<file path="config.mk">
export PLATFORM = sky130hd
export DESIGN_NAME = ssra_device_flat
export DESIGN_NICKNAME = d
export VERILOG_FILES = /design/src/rtl/ssra_pkg.sv /design/src/rtl/ssra_if.sv /design/src/rtl/ssra_device.sv /design/src/flat_wrapper.sv
export VERILOG_INCLUDE_DIRS = /design/src /design/src/rtl
export SDC_FILE = /design/constraint.sdc
export NUM_CORES = 1
export LEC_CHECK = 0
export BUFFER_PORTS_ARGS = -buffer_cell sky130_fd_sc_hd__buf_2
export CAP_MARGIN = 10
export CORE_ASPECT_RATIO = 0.9
export CORE_MARGIN = 4
export CORE_UTILIZATION = 54
export DETAILED_ROUTE_END_ITERATION = 7
export PLACE_DENSITY = 0.79
export SLEW_MARGIN = 20
export SYNTH_ARGS = -nofsm -noshare
export SYNTH_HDL_FRONTEND = slang
export SYNTH_SLANG_ARGS = --single-unit
</file>
<file path="constraint.sdc">
create_clock -name ref_clk_in -period 2.2 [get_ports ref_clk_in]
set_input_delay 0.55 -clock ref_clk_in [delete_from_list [all_inputs] [get_ports ref_clk_in]]
set_output_delay 0.55 -clock ref_clk_in [all_outputs]
set_load 0.02 [all_outputs]
</file>
<file path="src/rtl/ssra_defines.svh">
// shared constants for the sensor serial register port, both ends
// assumes a 200 MHz system clock on each end
`ifndef SSRA_DEFINES_SVH
`define SSRA_DEFINES_SVH
// ============================================================
// register offsets (16-bit address field)
`define SSRA_ADDR_LINE_LENGTH 16'h0200
`define SSRA_ADDR_LVDS_SEL    16'h2449
`define SSRA_ADDR_RDY_EN      16'h4041
// ============================================================
// field layout
`define SSRA_ADDR_W           16
`define SSRA_DATA_W           16
`define SSRA_CMD_W            8
`define SSRA_CMD_WRITE        8'h01
`define SSRA_CMD_READ         8'h02
`define SSRA_FRAME_BITS       40
`define SSRA_HDR_BITS         24
`define SSRA_RDY_EN_BIT       0
`define SSRA_LVDS_SUB_BIT     0
// ============================================================
// reset values
`define SSRA_RST_LINE_LENGTH  16'h0000
`define SSRA_RST_LVDS_SEL     16'h0000
`define SSRA_RST_RDY_EN       16'h0000
// ============================================================
// timing: clock period in ps, fetch times in ns
`define SSRA_CLK_PS           5000
`define SSRA_FETCH_SETUP_NS   1500
`define SSRA_FETCH_STREAM_NS  4500
`define SSRA_FETCH_SETUP_CYC  ((`SSRA_FETCH_SETUP_NS*1000)/`SSRA_CLK_PS)
`define SSRA_FETCH_STREAM_CYC \
  ((`SSRA_FETCH_STREAM_NS*1000+`SSRA_CLK_PS-1)/`SSRA_CLK_PS)
`define SSRA_FETCH_FAST_CYC   1
// ============================================================
// controller side: serial clock half period less one, in system clocks
`define SSRA_SCK_HALF         8'h08
// ============================================================
// controller register offsets, byte addresses
`define SSRA_CSR_CTRL         4'h0
`define SSRA_CSR_ADDR         4'h4
`define SSRA_CSR_WDATA        4'h8
`define SSRA_CSR_STATUS       4'hC
`endif

</file>
<file path="src/rtl/ssra_pkg.sv">
// types shared by the sensor serial register port ends
// assumes nothing beyond the defines header
package ssra_pkg;
  typedef enum logic [1:0] {
    SSRA_OP_SETUP,
    SSRA_OP_STREAM,
    SSRA_OP_STANDBY
  } ssra_op_state_t;
endpackage : ssra_pkg

</file>
<file path="src/rtl/ssra_if.sv">
// serial link between controller and sensor register port
// assumes the bench joins both modports and resolves no tristate
`timescale 1ns/100ps
interface ssra_if;
  logic sck;
  logic sel_b;
  logic mosi;
  logic miso;
  logic read_ready_flag;
  modport ctrl
  (
    output sck,
    output sel_b,
    output mosi,
    input  miso,
    input  read_ready_flag
  );
  modport dev
  (
    input  sck,
    input  sel_b,
    input  mosi,
    output miso,
    output read_ready_flag
  );
endinterface : ssra_if

</file>
<file path="src/rtl/ssra_device.sv">
// sensor end of the serial register port: slave, shadow and active copies
// assumes link pins are asynchronous and are sampled by ref_clk_in
`timescale 1ns/100ps
`include "ssra_defines.svh"
module ssra_device
  import ssra_pkg::*;
(
  input  wire logic           ref_clk_in,
  input  wire logic           rst_b_in,
  ssra_if.dev                 link,
  input  wire ssra_op_state_t op_state_in,
  input  wire logic           frame_start_in,
  output logic [15:0]         line_length_out,
  output logic [15:0]         lvds_sel_out,
  output logic                sub_lvds_out
);
  // ==========================================================
  // pin synchronisers
  logic [1:0] sck_s_r;
  logic [1:0] sel_s_r;
  logic [1:0] mosi_s_r;
  logic       sck_d_r;
  always_ff @(posedge ref_clk_in)
  begin
    if (!rst_b_in)
    begin
      sck_s_r  <= 2'h3;
      sel_s_r  <= 2'h3;
      mosi_s_r <= 2'h0;
      sck_d_r  <= 1'b1;
    end
    else
    begin
      sck_s_r  <= {sck_s_r[0], link.sck};
      sel_s_r  <= {sel_s_r[0], link.sel_b};
      mosi_s_r <= {mosi_s_r[0], link.mosi};
      sck_d_r  <= sck_s_r[1];
    end
  end
  logic sck_v;
  logic sel_act;
  logic sck_rise;
  logic sck_fall;
  assign sck_v    = sck_s_r[1];
  assign sel_act  = !sel_s_r[1];
  assign sck_rise = sel_act && sck_v && !sck_d_r;
  assign sck_fall = sel_act && !sck_v && sck_d_r;
  // ==========================================================
  // shift-in of command, address and data
  logic [39:0] sh_r;
  logic [5:0]  bit_cnt_r;
  always_ff @(posedge ref_clk_in)
  begin
    if (!rst_b_in || !sel_act)
    begin
      sh_r      <= 40'h0;
      bit_cnt_r <= 6'h00;
    end
    else if (sck_rise && bit_cnt_r != 6'(`SSRA_FRAME_BITS))
    begin
      sh_r      <= {sh_r[38:0], mosi_s_r[1]};
      bit_cnt_r <= bit_cnt_r + 6'h01;
    end
  end
  logic        hdr_done;
  logic        is_read;
  logic        wr_commit;
  logic [15:0] hdr_addr;
  assign hdr_done  = sck_rise && bit_cnt_r == 6'h17;
  assign is_read   = sh_r[22:15] == `SSRA_CMD_READ;
  assign hdr_addr  = {sh_r[14:0], mosi_s_r[1]};
  // only the final bit commits, so a cut frame writes nothing
  assign wr_commit = sck_rise && bit_cnt_r == 6'h27
                     && sh_r[38:31] == `SSRA_CMD_WRITE;
  logic [15:0] wr_addr;
  logic [15:0] wr_data;
  assign wr_addr = sh_r[30:15];
  assign wr_data = {sh_r[14:0], mosi_s_r[1]};
  // ==========================================================
  // shadow storage
  logic [15:0] sh_ll_r;
  logic [15:0] sh_lvds_r;
  logic [15:0] sh_rdy_r;
  always_ff @(posedge ref_clk_in)
  begin
    if (!rst_b_in)
    begin
      sh_ll_r   <= `SSRA_RST_LINE_LENGTH;
      sh_lvds_r <= `SSRA_RST_LVDS_SEL;
      sh_rdy_r  <= `SSRA_RST_RDY_EN;
    end
    else if (wr_commit)
    begin
      unique case (wr_addr)
        `SSRA_ADDR_LINE_LENGTH: sh_ll_r   <= wr_data;
        `SSRA_ADDR_LVDS_SEL:    sh_lvds_r <= wr_data;
        `SSRA_ADDR_RDY_EN:      sh_rdy_r  <= wr_data;
        default:                ;
      endcase
    end
  end
  // ==========================================================
  // active storage
  logic           enter_setup;
  ssra_op_state_t op_d_r;
  logic [15:0]    act_rdy_r;
  always_ff @(posedge ref_clk_in)
  begin
    if (!rst_b_in)
      op_d_r <= SSRA_OP_STANDBY;
    else
      op_d_r <= op_state_in;
  end
  assign enter_setup = op_state_in == SSRA_OP_SETUP
                       && op_d_r != SSRA_OP_SETUP;
  always_ff @(posedge ref_clk_in)
  begin
    if (!rst_b_in)
      line_length_out <= `SSRA_RST_LINE_LENGTH;
    else if (enter_setup)
      line_length_out <= sh_ll_r;
  end
  always_ff @(posedge ref_clk_in)
  begin
    if (!rst_b_in)
    begin
      lvds_sel_out <= `SSRA_RST_LVDS_SEL;
      sub_lvds_out <= 1'b0;
      act_rdy_r    <= `SSRA_RST_RDY_EN;
    end
    else if (frame_start_in || enter_setup)
    begin
      lvds_sel_out <= sh_lvds_r;
      sub_lvds_out <= sh_lvds_r[`SSRA_LVDS_SUB_BIT];
      act_rdy_r    <= sh_rdy_r;
    end
  end
  // ==========================================================
  // read fetch: delay depends on register and operating state
  logic [9:0]  fetch_cnt_r;
  logic        fetching_r;
  logic        ready_r;
  logic [15:0] rd_word_r;
  logic [9:0]  fetch_len;
  always_comb
  begin
    if (hdr_addr == `SSRA_ADDR_RDY_EN)
      fetch_len = 10'(`SSRA_FETCH_FAST_CYC);
    else if (op_state_in == SSRA_OP_STREAM)
      fetch_len = 10'(`SSRA_FETCH_STREAM_CYC);
    else
      fetch_len = 10'(`SSRA_FETCH_SETUP_CYC);
  end
  always_ff @(posedge ref_clk_in)
  begin
    if (!rst_b_in || !sel_act)
    begin
      fetching_r  <= 1'b0;
      ready_r     <= 1'b0;
      fetch_cnt_r <= 10'h000;
      rd_word_r   <= 16'h0000;
    end
    else if (hdr_done && is_read)
    begin
      fetching_r  <= 1'b1;
      ready_r     <= 1'b0;
      fetch_cnt_r <= fetch_len;
      unique case (hdr_addr)
        `SSRA_ADDR_LINE_LENGTH: rd_word_r <= sh_ll_r;
        `SSRA_ADDR_LVDS_SEL:    rd_word_r <= sh_lvds_r;
        `SSRA_ADDR_RDY_EN:      rd_word_r <= sh_rdy_r;
        default:                rd_word_r <= 16'h0000;
      endcase
    end
    else if (fetching_r)
    begin
      if (fetch_cnt_r <= 10'h001)
      begin
        fetching_r <= 1'b0;
        ready_r    <= 1'b1;
      end
      else
        fetch_cnt_r <= fetch_cnt_r - 10'h001;
    end
    // first data-phase fall keeps bit 15, already standing since ready
    else if (ready_r && sck_fall && bit_cnt_r != 6'(`SSRA_HDR_BITS))
      rd_word_r <= {rd_word_r[14:0], 1'b0};
  end
  // ==========================================================
  // pin outputs: slave only, never drives the clock
  always_ff @(posedge ref_clk_in)
  begin
    if (!rst_b_in)
    begin
      link.miso            <= 1'b0;
      link.read_ready_flag <= 1'b0;
    end
    else
    begin
      // launch on falling edge so the controller samples on rising
      link.miso <= ready_r && sel_act && rd_word_r[15];
      link.read_ready_flag <= act_rdy_r[`SSRA_RDY_EN_BIT]
                              && ready_r;
    end
  end
endmodule : ssra_device

</file>
<file path="src/flat_wrapper.sv">
// flat-port wrapper written by rule: the top's interface ports become plain ports
module ssra_device_flat import ssra_pkg::*;
  (ref_clk_in, rst_b_in, op_state_in, frame_start_in, line_length_out, lvds_sel_out, sub_lvds_out, link_sck, link_sel_b, link_mosi, link_miso, link_read_ready_flag);
  ssra_if link_i ();
  input  wire logic ref_clk_in;
  input  wire logic rst_b_in;
  input  wire ssra_op_state_t op_state_in;
  input  wire logic frame_start_in;
  output logic [15:0] line_length_out;
  output logic [15:0] lvds_sel_out;
  output logic sub_lvds_out;
  input wire logic [$bits(link_i.sck)-1:0] link_sck;
  input wire logic [$bits(link_i.sel_b)-1:0] link_sel_b;
  input wire logic [$bits(link_i.mosi)-1:0] link_mosi;
  output wire logic [$bits(link_i.miso)-1:0] link_miso;
  output wire logic [$bits(link_i.read_ready_flag)-1:0] link_read_ready_flag;
  assign link_i.sck = link_sck;
  assign link_i.sel_b = link_sel_b;
  assign link_i.mosi = link_mosi;
  assign link_miso = link_i.miso;
  assign link_read_ready_flag = link_i.read_ready_flag;
  ssra_device u_core (.ref_clk_in(ref_clk_in), .rst_b_in(rst_b_in), .link(link_i), .op_state_in(op_state_in), .frame_start_in(frame_start_in), .line_length_out(line_length_out), .lvds_sel_out(lvds_sel_out), .sub_lvds_out(sub_lvds_out));
endmodule
</file>
# Word-level counts from Yosys, hierarchy flattened
# Index checks and enable logic that the tools add are counted.
# op_classes
n_div,0
order_cmp,1
n_bitwise,0
multipliers,0
n_mux,12
eq_ne,15
reduce_logical,32
shifts,0
n_addsub,2
# ops
op,n
$mux 10,5
$mux 16,3
$pmux 16 s3,1
$eq 16x10->1 const B,2
$eq 16x14->1 const B,2
$eq 16x15->1 const B,2
$logic_and 1x1->1,15
$reduce_and 2->1,6
$le 10x1->1 const B,1
$sub 10x1->10 const B,1
$eq 8x1->1 const B,1
$eq 8x2->1 const B,1
$add 6x1->6 const B,1
$eq 6x5->1 const B,1
$eq 6x6->1 const B,1
$ne 6x5->1 const B,1
$ne 6x6->1 const B,1
$reduce_bool 2->1,3
$logic_not 1->1,4
$mux 1,3
$eq 2x1->1 const B,1
$logic_not 2->1,1
$logic_or 1x1->1,2
$ne 2x1->1 const B,1
2 further kinds,2
# totals
mem_bits_rw,0
mem_bits_ro,0
mem_count,0
latch_bits,0
word_cells,82
reg_bits,166
input_bits,8

# Longest topological paths before layout
# logic_depth
ltp_word,8
ltp_mapped,8
depth_no_buf,7

# Worst setup path before layout
# OpenSTA, ideal clock, no wires.
# synth_path
path_kind,register to register
start,reg u_core.sh_r[19]
end,reg u_core.fetch_cnt_r[3]
t_arrival_ps,2210
period_less_slack_ps,2284
setup_slack_ps,-84
stages_incl_launch_ff,7
path_cell_list,dfxtp_1 -> or3_1 -> or4_1 -> or4_1 -> buf_2 -> or4_1 -> o21ai_0
# synth_between
elab_chain_cells,4
# synth_rtl
element,line,text
"start, declared",ssra_device.sv:50,logic [39:0] sh_r;
"start signal, assigned",ssra_device.sv:61,"sh_r <= {sh_r[38:0], mosi_s_r[1]};"
$eq 8x2->1 (no line) (*),--,
$logic_and 1x1->1 (*),ssra_device.sv:163,else if (hdr_done && is_read)
$ne 2x1->1 (no line) or $reduce_bool 2->1 (tied branches),--,
$reduce_and 2->1 (no line),--,
"end signal, assigned",ssra_device.sv:167,fetch_cnt_r <= fetch_len;
"end signal, assigned",ssra_device.sv:183,fetch_cnt_r <= fetch_cnt_r - 10'h001;
"end, declared",ssra_device.sv:140,logic [9:0] fetch_cnt_r;
# Every way passes the cells marked *; elsewhere a longest branch is shown, timed or not.
# A chain may end at the register's enable or synchronous reset.

# Worst setup path after layout
# layout_path
start,reg u_core.sh_r[19]
end,reg u_core.rd_word_r[14]
# layout_between
elab_chain_cells,4
# layout_rtl
element,line,text
$eq 8x2->1 (no line) (*),--,
$logic_and 1x1->1 (*),ssra_device.sv:163,
$ne 2x2->1 (no line) or $reduce_bool 2->1 (tied branches),--,
$reduce_and 2->1 (no line),--,
"end signal, assigned",ssra_device.sv:169,`SSRA_ADDR_LINE_LENGTH: rd_word_r <= sh_ll_r;
"end signal, assigned",ssra_device.sv:170,`SSRA_ADDR_LVDS_SEL: rd_word_r <= sh_lvds_r;
"end signal, assigned",ssra_device.sv:171,`SSRA_ADDR_RDY_EN: rd_word_r <= sh_rdy_r;
"end, declared",ssra_device.sv:143,logic [15:0] rd_word_r;
# Marks and branches as above.

==> summary.txt <==
Outcome
  – Outcome: complete, but fails checks
  – Failing checks: negative setup slack

Logic synthesis
  – Post-Syn Nets: about 790
  – Largest cells by area after synthesis: sky130_fd_sc_hd__dfxtp_1 (48%), sky130_fd_sc_hd__nand2_1 (11%), sky130_fd_sc_hd__a21boi_0 (5.2%)
  – Ys Warns: 0
  – Commonest cells in the netlist: sky130_fd_sc_hd__nand2_1 (198), sky130_fd_sc_hd__dfxtp_1 (165), sky130_fd_sc_hd__a21boi_0 (48), sky130_fd_sc_hd__a21oi_1 (48), sky130_fd_sc_hd__clkbuf_1 (41)
  – Number of flops mapped to enable cells by yosys: 0
  – Yosys cell types: 46
  – Proportion of synthesized chip area in sequential cells: 48.1%
  – Post-synth top area share: 48.1%
  – Netlist Area Pre-Place: 0.00687 mm2
  – Avg Inst Size Synth: 8.88 um2
  – Biggest area consumer among synthesized cells: sky130_fd_sc_hd__dfxtp_1
  – Async set-reset flop share out of synthesis: 0%
  – Post-synthesis sequential element count: 165
  – Prevailing post-synth register cell: sky130_fd_sc_hd__dfxtp_1
  – Synth Instances: between 700 and 800
  – Most used standard cell by instance count after synthesis: sky130_fd_sc_hd__nand2_1

Power and ir drop
  – Peak VDD IR: roughly 560 uV
  – Pwr dens: 706 mW/mm2
  – Leakage power total: around 0.0028 uW

Flow run
  – Number of maximum-capacitance constraint violations: 0

Floorplan
  – Die area: about 0.015 mm2
  – Core region area: approximately 0.012 mm2
  – Floorplan die height: 115 um
  – Placement row count: 38
  – Count of pins on the block boundary: between 40 and 50
  – Chip width: approximately 130 um
  – Initial cell density of the core: roughly 56%

Route
  – Number of DRC violations after detailed-routing iteration 0: between 700 and 800
  – Post-DR vias/cell: approximately 5.7
  – Residual antenna-violating net count after detailed routing: 0
  – Final wirelength: 16.9 mm
  – Average wire length per cell after detail routing: 16.8 um
  – Number of detailed-routing iterations run before antenna repair: 6
  – DRC: 0
  – Via Count: roughly 5800

Place
  – Post-placement cell count: approximately 970
  – Number of I/O port buffers: 42
  – Routability Congestion: about 0.85
  – Pre-CTS worst setup slack: -199 ps
  – Detail Placement HPWL: approximately 11 mm

Final layout
  – Relative area change from synthesis to final layout: 21.2%
  – Diodes inserted: 0
  – Layout cells sized above 1: 21.9%
  – Post-layout instance count excluding filler cells: 1008
  – Number of nets at the end of the flow: between 800 and 900

STA
  – Hold violation total from the final report: 0
  – Total count of max-transition violations in the final report: 0
  – Worst path setup slack after routing: -132 ps
  – Final critical-path share of the clock period: 106%
  – Achievable clock frequency: approximately 430 MHz
  – Slew Limit Headroom: 30.9%
  – Worst-margin pin slew: around 1000 ps
  – Setup_tns: -2710 ps
  – Min cycle time layout: ~2300 ps
  – Smallest hold slack: slightly above 300 ps
  – Clk_skew: 10.5 ps
  – Number of endpoints failing setup at the final stage: 35
  – Setup repair after global routing missed its margin: yes

CTS
  – Clock tree from TritonCTS: done
  – Number of sinks handled by clock tree synthesis: between 150 and 200
  – Worst-skew pair later-pin latency: between 400 and 500 ps
  – Max clock buf depth: 2
  – Worst-path clk slew: ~60 ps
  – Number of levels in the clock H-tree: 4
  – Root Buffer: sky130_fd_sc_hd__clkbuf_16
  – Inserted Clock Buffers: 17
  – Hold-fix buffer count after cts: 0

Worst hold path
  – Tightest Hold Check Type: input port to flip-flop

Critical path
  – Launching element type of the critical path: flip-flop
  – Crit end category: flip-flop
  – Startpoint-to-endpoint class of the critical path: flip-flop to flip-flop
  – Endpoint arrival time on the critical path: roughly 2700 ps
  – Register-to-Register Setup Slack: -130 ps
  – Critical path fanouts, max: 24
  – Required time of the worst setup path: ~2500 ps

Global route
  – Global-route wire length before repair: 26.9 mm
  – Maximum number of pins on one net before global-route repair: about 80
  – Number of antenna violations at the first check in global routing: 0
  – Total routing resource utilization after global routing: about 23%
  – Total gr overflow: 0
  – Vias in the first global route: around 5500
-- final timing paths --
| check | start | endpoint | cells past startpoint |
|---|---|---|---|
| worst max-delay path | u_core.sh_r[19] | u_core.rd_word_r[14] | 6 |
| worst min-delay path | link_sck | u_core.sck_s_r[0] | 2 |
| worst max register to register | u_core.sh_r[19] | u_core.rd_word_r[14] | 6 |
| worst min register to register | u_core.sel_s_r[0] | u_core.sel_s_r[1] | 1 |
-- power breakdown --
| part | internal [uW] | total [uW] | switching [uW] |
|---|---|---|---|
| Combinational | 40.6 | 106 | 65.3 |
| Sequential | 3000 | 3000 | 3.92 |
| Clock | 1670 | 2770 | 1100 |
| Total | 4710 | 5870 | 1170 |
-- cells by family after synthesis --
| group | after synthesis | share of synthesized area, % |
|---|---|---|
| AO/OA/AOI/OAI | 169 | 17.5 |
| flip-flops | 165 | 48.1 |
| buffers and inverters | 66 | 4.03 |
| multiplexers | 34 | 4.96 |
| adder cells (fa/ha/maj) | 4 | 0.729 |
| AND/OR/NAND/NOR | 324 | 23.3 |
| XOR/XNOR | 11 | 1.40 |
-- placed cells by master (no fill, tap or decap), types with 6 or more instances in the layout --
master                      instances
sky130_fd_sc_hd__mux2i_1           34
sky130_fd_sc_hd__a211oi_2           8
sky130_fd_sc_hd__nand2b_1          10
sky130_fd_sc_hd__or4_4              8
sky130_fd_sc_hd__nor2b_1           35
sky130_fd_sc_hd__buf_12             7
sky130_fd_sc_hd__o21a_1            17
sky130_fd_sc_hd__a21oi_1           46
sky130_fd_sc_hd__a21boi_1           6
sky130_fd_sc_hd__buf_2             42
sky130_fd_sc_hd__buf_4             46
sky130_fd_sc_hd__nor2_1            19
sky130_fd_sc_hd__inv_1              8
sky130_fd_sc_hd__nand2_1          196
sky130_fd_sc_hd__a21boi_0          43
sky130_fd_sc_hd__xor2_1             7
sky130_fd_sc_hd__a211oi_1           6
sky130_fd_sc_hd__buf_6              7
sky130_fd_sc_hd__a22oi_1           11
sky130_fd_sc_hd__clkbuf_16         17
sky130_fd_sc_hd__o221a_2           13
sky130_fd_sc_hd__nand3_1            8
sky130_fd_sc_hd__dfxtp_1          163
-- repair_timing --
action                                  4_1_cts  5_1_grt
cloned                                        1        2
buffers inserted                              0        7
pin swaps                                     1        5
gates resized for setup                      19       33
endpoints found under the setup margin       41       42
-- layer usage --
metal  routed length, um  track usage [%]  vias up
li1                    -                -     2797
met1                7420             29.6     2782
met2                8100             38.3      174
met3                1030             5.48       34
met4                 348             8.86        0
met5                   0                0        -
-- critical path, cell delays in order, from the launching register on --
cell	delay, ps
sky130_fd_sc_hd__dfxtp_2	320
sky130_fd_sc_hd__or3_4	380
sky130_fd_sc_hd__or4_4	440
sky130_fd_sc_hd__or4_4	500
sky130_fd_sc_hd__buf_12	200
sky130_fd_sc_hd__o21a_1	110
sky130_fd_sc_hd__o221a_2	270
-- cell type report --
class	instances	area, um2
clock inverters	5	50.0
repair buffers	103	790
fillers	879	3940
multi-input cells	543	3450
well taps	160	200
clock buffers	23	498
flip-flops and latches	165	3310
inverters	9	33.8
-- state kept, by name (all words and copies together) (netlist names), 2 cells and up --
| register | flops |
|---|---|
| u_core.sh_lvds_r | 16 |
| u_core.sh_rdy_r | 16 |
| u_core.sck_s_r | 2 |
| u_core.lvds_sel_out | 16 |
| u_core.sh_r | 39 |
| u_core.fetch_cnt_r | 10 |
| u_core.mosi_s_r | 2 |
| u_core.op_d_r | 2 |
| u_core.sel_s_r | 2 |
| u_core.sh_ll_r | 16 |
| u_core.bit_cnt_r | 6 |
| u_core.rd_word_r | 16 |
| u_core.line_length_out | 16 |
-- through the flow --
stage | total power [uW] | cell area [um2] | utilization [%]
floorplan | 3140 | 6890 | -
global placement | 3170 | 7530 | 61.4
detailed placement | 3170 | 7530 | 61.4
CTS | 5910 | 8150 | 66.5
global route | 6020 | 8330 | 67.9
finish | 5870 | 8330 | 67.9
Power figures use the tool's default switching activity.
